<file path="src/hdl/acmpc_consts.svh">
// constants for the comparator control block
`ifndef ACMPC_CONSTS_SVH
`define ACMPC_CONSTS_SVH
`define ACMPC_ADDR_CTRL 4'h0
`define ACMPC_ADDR_MUXB 4'h1
`define ACMPC_ADDR_DIDR 4'h2
`define ACMPC_ADDR_IMSK 4'h3
`define ACMPC_ADDR_ISTS 4'h4
`define ACMPC_BIT_PWROFF 7
`define ACMPC_BIT_BG 6
`define ACMPC_BIT_RES 5
`define ACMPC_BIT_FLAG 4
`define ACMPC_BIT_IEN 3
`define ACMPC_BIT_CAP 2
`define ACMPC_BIT_MUXEN 6
`define ACMPC_BIT_POSOFF 0
`define ACMPC_BIT_NEGOFF 1
`define ACMPC_RST_BYTE 8'h00
`define ACMPC_SYNC_STAGES 2
`endif

</file>
<file path="src/hdl/acmpc_pkg.sv">
// types for the comparator control block
package acmpc_pkg;
	typedef enum logic [1:0] {
		ACMPC_EDGE_TOGGLE = 2'b00,
		ACMPC_EDGE_RSVD = 2'b01,
		ACMPC_EDGE_FALL = 2'b10,
		ACMPC_EDGE_RISE = 2'b11
	} acmpc_edge_t;
endpackage

</file>
<file path="src/hdl/acmpc_top.sv">
// comparator control: input select, sync, edge flag, capture route, registers
//
// Implementation choices: the register offsets and the plain strobed port.
`timescale 1ns/100ps
`default_nettype none
`include "acmpc_consts.svh"
// Notes on behaviour
// - result high when selected positive input exceeds selected negative input
// - raw comparator output synchronised, one to two cycles of latency
// - edge field 00 toggle, 10 falling, 11 rising, 01 reserved
// - flag in bit 4 set on matching synchronised event
// - flag cleared by vector acknowledge or writing one; zero no effect
// - cmp_irq_req only when flag, enable bit 3 and global enable; irq from sticky status and mask
// - bit 7 one powers comparator off, zero powers it on
// - bit 6 selects bandgap as positive input, else positive pin
// - bit 2 routes comparator output to timer capture front end
// - mux enable with ADC off selects ADC channel as negative input
// - input-off bits kill pin buffers and force readback zero
// - ADC enabled owns the multiplexer; comparator cannot borrow it
module acmpc_top (
	// clock, reset, enable
	input wire logic clk,
	input wire logic rst,
	input wire logic ce,
	// register port
	input wire logic [3:0] reg_addr,
	input wire logic [7:0] reg_wdata,
	input wire logic reg_wr,
	input wire logic reg_rd,
	output logic [7:0] reg_rdata,
	// processor interrupt side
	input wire logic global_irq_en,
	input wire logic irq_ack,
	output logic cmp_irq_req,
	output logic irq,
	// analog core side
	input wire logic cmp_raw,
	output logic cmp_power_off,
	output logic cmp_bandgap_sel,
	output logic neg_sel_adc,
	output logic [2:0] neg_channel,
	// adc side
	input wire logic adc_on,
	input wire logic [2:0] channel_select,
	// timer capture side
	output logic capture_in,
	// pin buffers
	input wire logic pos_pin_digital,
	input wire logic neg_pin_digital,
	output logic pos_pin_input_off,
	output logic neg_pin_input_off,
	output logic pos_pin_readback,
	output logic neg_pin_readback
);
	// ***********************************
	// register state
	// ***********************************
	logic cmp_irq_enable, cmp_capture_route, cmp_mux_enable;
	logic [1:0] edge_sel;
	logic cmp_irq_flag;
	logic [1:0] imask_r, ists_r;
	logic cmp_result, prev_r;
	logic rise, fall, evt_hit;
	logic wr_ctrl, rd_ists;
	logic pos_sync, neg_sync;

	assign wr_ctrl = reg_wr && (reg_addr == `ACMPC_ADDR_CTRL);
	assign rd_ists = reg_rd && (reg_addr == `ACMPC_ADDR_ISTS);

	// control bits of the main register
	always_ff @(posedge clk or posedge rst) begin
		if (rst) begin
			cmp_power_off <= 1'b0;
			cmp_bandgap_sel <= 1'b0;
			cmp_irq_enable <= 1'b0;
			cmp_capture_route <= 1'b0;
			edge_sel <= 2'b00;
		end else if (ce && wr_ctrl) begin
			cmp_power_off <= reg_wdata[`ACMPC_BIT_PWROFF];
			cmp_bandgap_sel <= reg_wdata[`ACMPC_BIT_BG];
			cmp_irq_enable <= reg_wdata[`ACMPC_BIT_IEN];
			cmp_capture_route <= reg_wdata[`ACMPC_BIT_CAP];
			edge_sel <= reg_wdata[1:0];
		end
	end

	// mux enable and pin input-off bits
	always_ff @(posedge clk or posedge rst) begin
		if (rst) begin
			cmp_mux_enable <= 1'b0;
			pos_pin_input_off <= 1'b0;
			neg_pin_input_off <= 1'b0;
		end else if (ce && reg_wr) begin
			if (reg_addr == `ACMPC_ADDR_MUXB) begin
				cmp_mux_enable <= reg_wdata[`ACMPC_BIT_MUXEN];
			end
			if (reg_addr == `ACMPC_ADDR_DIDR) begin
				pos_pin_input_off <= reg_wdata[`ACMPC_BIT_POSOFF];
				neg_pin_input_off <= reg_wdata[`ACMPC_BIT_NEGOFF];
			end
		end
	end

	// ***********************************
	// input selection
	// ***********************************
	// mux borrowed only while the adc is off
	assign neg_sel_adc = cmp_mux_enable && !adc_on;
	assign neg_channel = neg_sel_adc ? channel_select : 3'b000;

	// ***********************************
	// synchronisers and edge detect
	// ***********************************
	// comparator core drives cmp_raw high when pos exceeds neg
	acmpc_sync u_sync_cmp (
		.clk(clk),
		.rst(rst),
		.ce(ce),
		.d(cmp_raw),
		.q(cmp_result)
	);
	acmpc_sync u_sync_pos (
		.clk(clk),
		.rst(rst),
		.ce(ce),
		.d(pos_pin_digital),
		.q(pos_sync)
	);
	acmpc_sync u_sync_neg (
		.clk(clk),
		.rst(rst),
		.ce(ce),
		.d(neg_pin_digital),
		.q(neg_sync)
	);

	// previous synchronised value
	always_ff @(posedge clk or posedge rst) begin
		if (rst) begin
			prev_r <= 1'b0;
		end else if (ce) begin
			prev_r <= cmp_result;
		end
	end

	assign rise = ce && cmp_result && !prev_r;
	assign fall = ce && !cmp_result && prev_r;

	// event select from edge field
	function automatic logic acmpc_match(input logic [1:0] sel, input logic r, input logic f);
		case (acmpc_pkg::acmpc_edge_t'(sel))
			acmpc_pkg::ACMPC_EDGE_TOGGLE: acmpc_match = r | f;
			acmpc_pkg::ACMPC_EDGE_FALL: acmpc_match = f;
			acmpc_pkg::ACMPC_EDGE_RISE: acmpc_match = r;
			default: acmpc_match = 1'b0;
		endcase
	endfunction
	assign evt_hit = acmpc_match(edge_sel, rise, fall);

	// ***********************************
	// flag and interrupts
	// ***********************************
	// set wins over any clear in the same cycle
	always_ff @(posedge clk or posedge rst) begin
		if (rst) begin
			cmp_irq_flag <= 1'b0;
		end else if (ce) begin
			if (evt_hit) begin
				cmp_irq_flag <= 1'b1;
			end else if (irq_ack || (wr_ctrl && reg_wdata[`ACMPC_BIT_FLAG])) begin
				cmp_irq_flag <= 1'b0;
			end
		end
	end

	assign cmp_irq_req = cmp_irq_flag && cmp_irq_enable && global_irq_en;

	// sticky status: bit0 flag event, bit1 power toggle
	logic pwr_prev_r;
	always_ff @(posedge clk or posedge rst) begin
		if (rst) begin
			pwr_prev_r <= 1'b0;
		end else if (ce) begin
			pwr_prev_r <= cmp_power_off;
		end
	end
	always_ff @(posedge clk or posedge rst) begin
		if (rst) begin
			ists_r <= 2'b00;
			imask_r <= 2'b00;
		end else if (ce) begin
			ists_r <= (rd_ists ? 2'b00 : ists_r) | {pwr_prev_r ^ cmp_power_off, evt_hit};
			if (reg_wr && reg_addr == `ACMPC_ADDR_IMSK) begin
				imask_r <= reg_wdata[1:0];
			end
		end
	end
	assign irq = |(ists_r & imask_r);

	// ***********************************
	// capture route and pin readback
	// ***********************************
	assign capture_in = cmp_capture_route & cmp_result;
	assign pos_pin_readback = pos_sync & !pos_pin_input_off;
	assign neg_pin_readback = neg_sync & !neg_pin_input_off;

	// ***********************************
	// read data
	// ***********************************
	always_ff @(posedge clk or posedge rst) begin
		if (rst) begin
			reg_rdata <= `ACMPC_RST_BYTE;
		end else if (ce) begin
			reg_rdata <= `ACMPC_RST_BYTE;
			if (reg_rd) begin
				case (reg_addr)
					`ACMPC_ADDR_CTRL: reg_rdata <= {cmp_power_off, cmp_bandgap_sel,
						cmp_result, cmp_irq_flag, cmp_irq_enable, cmp_capture_route,
						edge_sel};
					`ACMPC_ADDR_MUXB: reg_rdata <= {1'b0, cmp_mux_enable, 6'b00_0000};
					`ACMPC_ADDR_DIDR: reg_rdata <= {6'b00_0000, neg_pin_input_off,
						pos_pin_input_off};
					`ACMPC_ADDR_IMSK: reg_rdata <= {6'b00_0000, imask_r};
					`ACMPC_ADDR_ISTS: reg_rdata <= {6'b00_0000, ists_r};
					default: reg_rdata <= `ACMPC_RST_BYTE;
				endcase
			end
		end
	end
endmodule
`default_nettype wire

</file>
<file path="src/hdl/acmpc_sync.sv">
// two-flop synchroniser for an asynchronous level
`timescale 1ns/100ps
`default_nettype none
module acmpc_sync (
	// clock and reset
	input wire logic clk,
	input wire logic rst,
	input wire logic ce,
	// level in and out
	input wire logic d,
	output logic q
);
	logic meta_r;
	// first stage read only by second
	always_ff @(posedge clk or posedge rst) begin
		if (rst) begin
			meta_r <= 1'b0;
			q <= 1'b0;
		end else if (ce) begin
			meta_r <= d;
			q <= meta_r;
		end
	end
endmodule
`default_nettype wire

</file>
<file path="config.mk">
export PLATFORM = sky130hd
export DESIGN_NAME = acmpc_top
export DESIGN_NICKNAME = d
export VERILOG_FILES = /design/src/hdl/acmpc_pkg.sv /design/src/hdl/acmpc_top.sv /design/src/hdl/acmpc_sync.sv
export VERILOG_INCLUDE_DIRS = /design/src /design/src/hdl
export SDC_FILE = /design/constraint.sdc
export NUM_CORES = 1
export LEC_CHECK = 0
export BUFFER_PORTS_ARGS = -buffer_cell sky130_fd_sc_hd__buf_2
export CORE_MARGIN = 4
export CORE_UTILIZATION = 49
export CTS_CLUSTER_SIZE = 14
export DETAILED_ROUTE_END_ITERATION = 10
export MAX_ROUTING_LAYER = met4
export PLACE_DENSITY_LB_ADDON = 0.2
export SYNTH_ARGS = -nofsm -noshare
export SYNTH_HDL_FRONTEND = slang
export SYNTH_SLANG_ARGS = --single-unit
export TNS_END_PERCENT = 20
</file>
<file path="constraint.sdc">
create_clock -name clk -period 1.53 [get_ports clk]
set_input_delay 0.306 -clock clk [delete_from_list [all_inputs] [get_ports clk]]
set_output_delay 0.306 -clock clk [all_outputs]
set_load 0.05 [all_outputs]
</file>
==> reports/qor.txt <==
Status: finished, final reports clean
CTS sink cnt: 30
Total gr overflow: 0
VDD IR max: 982 µV
Hold slack: 0.0225 ns
Core Region: 2760 µm²
Fin Setup TNS: 0 ns
CTS tree: done
Most common cell after layout, fill and taps aside: buf_2
Sequential fraction of the synthesis area: 53.5%
CP peak stage delay: 0.39 ns
Synth Cell Area: 1400 µm²
Routed wire length: 2930 µm
Critical Path Fanout Max: 4
Worst-skew pair later-pin latency: 0.33 ns
Die X: 61.5 µm
Crit Path Category: reg -> out
RSZ-0062 raised after global routing: no
Setup slack, reg-to-reg: 0.14 ns
CP Launch Type: register
CTS buffer count: 5
Area grow syn2layout: 29.5%
Gpl congestion: 0.812
Arrival time worst endpoint: 1.18 ns
Number of synthesized register bits: 30
Initial antenna violation count: 0
P_leak: 0.899 nW
Row cnt: 19
Detailed placer's ending HPWL: 2200 µm
Endpoints failing hold: 0
Initial DRC Count: 34
Max Clk Rate: 672 MHz
Setup violations, final: 0
Fin crit share: 97.2%
Synthesized Nets: 129
Die Area: 3780 µm²
Mapped Cells: 103
Yosys warning total: 0
Measured slew at the worst slew-check pin: 0.374 ns
Worst path required time: 1.22 ns
Antenna Cells: 0
Max Slew Vio Count: 0
Commonest cells after routing, fill and taps aside: buf_2 (41), dfrtp_1 (30), mux2_1 (11)
Max Cap Viol: 0
Skew final: 0.00819 ns
Largest net degree at the start of global routing: 31
Slowest-stage cell, CP: dfrtp_1
Power per cell area: 1190 nW/µm²
Antenna Violating Nets Remaining: 0
Drt via density: 5.50
NumNets Final: 185
CTS Buffer Depth: 2
CP endpoint kind: output port
Vias: 1050
CTS Hold Bufs: 0
Vias in the first global route: 1013
Routed len/inst: 15.3 µm
Starting density of the core: 50.9%
Share of cells above drive strength 1: 48.8%
Buffers on Ports: 45
I/O pin count: 47
Remaining DRCs: 0
Gr usage total: 17.2%
Pre-Repair DR Iteration Count: 4
Minimum clock period: 1.49 ns
Clock root buffer master: clkbuf_4
First-pass GRT wire length: 4520 µm
CP cell instances: nor2b_4 -> and2_2 -> buf_8
Rel. slew slack: 75.1%
Die Height: 61.5 µm
H-tree Lvls: 2
Reg clk slew, reported paths: 0.09 ns
Distinct cells, synth: 33
Hold WC Path Type: in -> async
Synthesized area per cell: 13.6 µm²
-- cells by family after synthesis --
group / count (synthesis) / share of synthesized area [%]
simple gates: 30 / 16.0
buf+inv: 4 / 1.69
compound gates: 16 / 10.8
xor+xnor: 1 / 0.625
flops: 30 / 53.5
mux: 22 / 17.4
-- state kept, by name, summed over array words and instances, names as in the netlist, 2 cells and up --
register   cells
edge_sel       2
imask_r        2
ists_r         2
reg_rdata      8
-- final cells by class --
type | count | area, µm²
clock buffer | 7 | 45.0
fill | 219 | 941
inverter | 2 | 7.51
timing repair buffer | 51 | 303
tap | 31 | 38.8
sequential | 30 | 751
multi-input combinational | 69 | 642
clock inverter | 1 | 30.0
-- Yosys cell counts, drive strengths merged --
cell | instances | area (µm²)
dfrtp | 30 | 751
nor3b | 1 | 12.5
buf | 2 | 16.3
and3 | 1 | 6.26
nand3 | 2 | 22.5
a31o | 1 | 8.76
nor2b | 8 | 60.1
o2bb2ai | 2 | 17.5
a22o | 8 | 70.1
and2 | 4 | 25.0
nand2b | 1 | 6.26
mux2 | 19 | 214
or3b | 2 | 17.5
and4b | 1 | 10.0
nand2 | 1 | 3.75
a21o | 1 | 7.51
a31oi | 1 | 12.5
a2111oi | 1 | 15.0
nand4b | 2 | 17.5
inv | 2 | 7.51
or4b | 1 | 10.0
nand4 | 3 | 18.8
xor2 | 1 | 8.76
a221o | 2 | 20.0
nor2 | 3 | 13.8
mux2i | 3 | 30.0
-- per-stage QoR --
| step | total power [W] | instance area, µm² | std cells | utilization, % | setup WS, ns |
|---|---|---|---|---|---|
| 3_3_place_gp | 0.00152 | 1690 | 181 | 61.3 | 0.153 |
| 2_1_floorplan | 0.00139 | 1410 | 103 | - | -0.115 |
| 5_1_grt | 0.00227 | 1820 | 191 | 65.9 | 0.00901 |
| 4_1_cts | 0.00217 | 1790 | 190 | 65.0 | 0.00709 |
| 6_report | 0.00217 | 1820 | 191 | 65.9 | 0.0424 |
| 3_5_place_dp | 0.00154 | 1690 | 181 | 61.3 | 0.121 |
-- power by group --
part	switching, W	internal [W]	total [W]
logic	0.000348	0.000226	0.000574
registers	0.0000829	0.000898	0.000981
clock network	0.000268	0.000346	0.000615
total	0.000699	0.00147	0.00217
-- what timing repair did --
action | in CTS | in global routing
gates resized for setup | 7 | 4
endpoints found under the setup margin | 4 | 4
setup buffers | 1 | 1
-- critical path, delay by kind of cell (launching register included) --
kind	cells	cell delay, ns
AND/OR/NAND/NOR	2	0.32
buffers and inverters	1	0.15
flip-flops	1	0.39
-- path summary, 6_finish.rpt --
check / start / to / cells after the start
max: cmp_mux_enable / neg_channel[1] / 3
min: rst / u_sync_cmp.meta_r / 3
max reg2reg: edge_sel[0] / cmp_irq_flag / 3
min reg2reg: u_sync_cmp.meta_r / u_sync_cmp.meta_r / 1
max in group asynchronous: rst / cmp_mux_enable / 3
min in group clk: reg_wdata[2] / cmp_capture_route / 2
-- metal layers --
layer | up-vias | GRT usage [%] | wire length [µm] | part of all wire [%]
met2 | 41 | 27.8 | 1440 | 49
met4 | 0 | 9.09 | 62 | 2.1
met5 | - | - | 0 | 0
met3 | 8 | 4.40 | 251 | 8.6
met1 | 505 | 19.4 | 1170 | 40
li1 | 496 | - | - | -
Note: power is estimated with default switching activity, not from simulation.
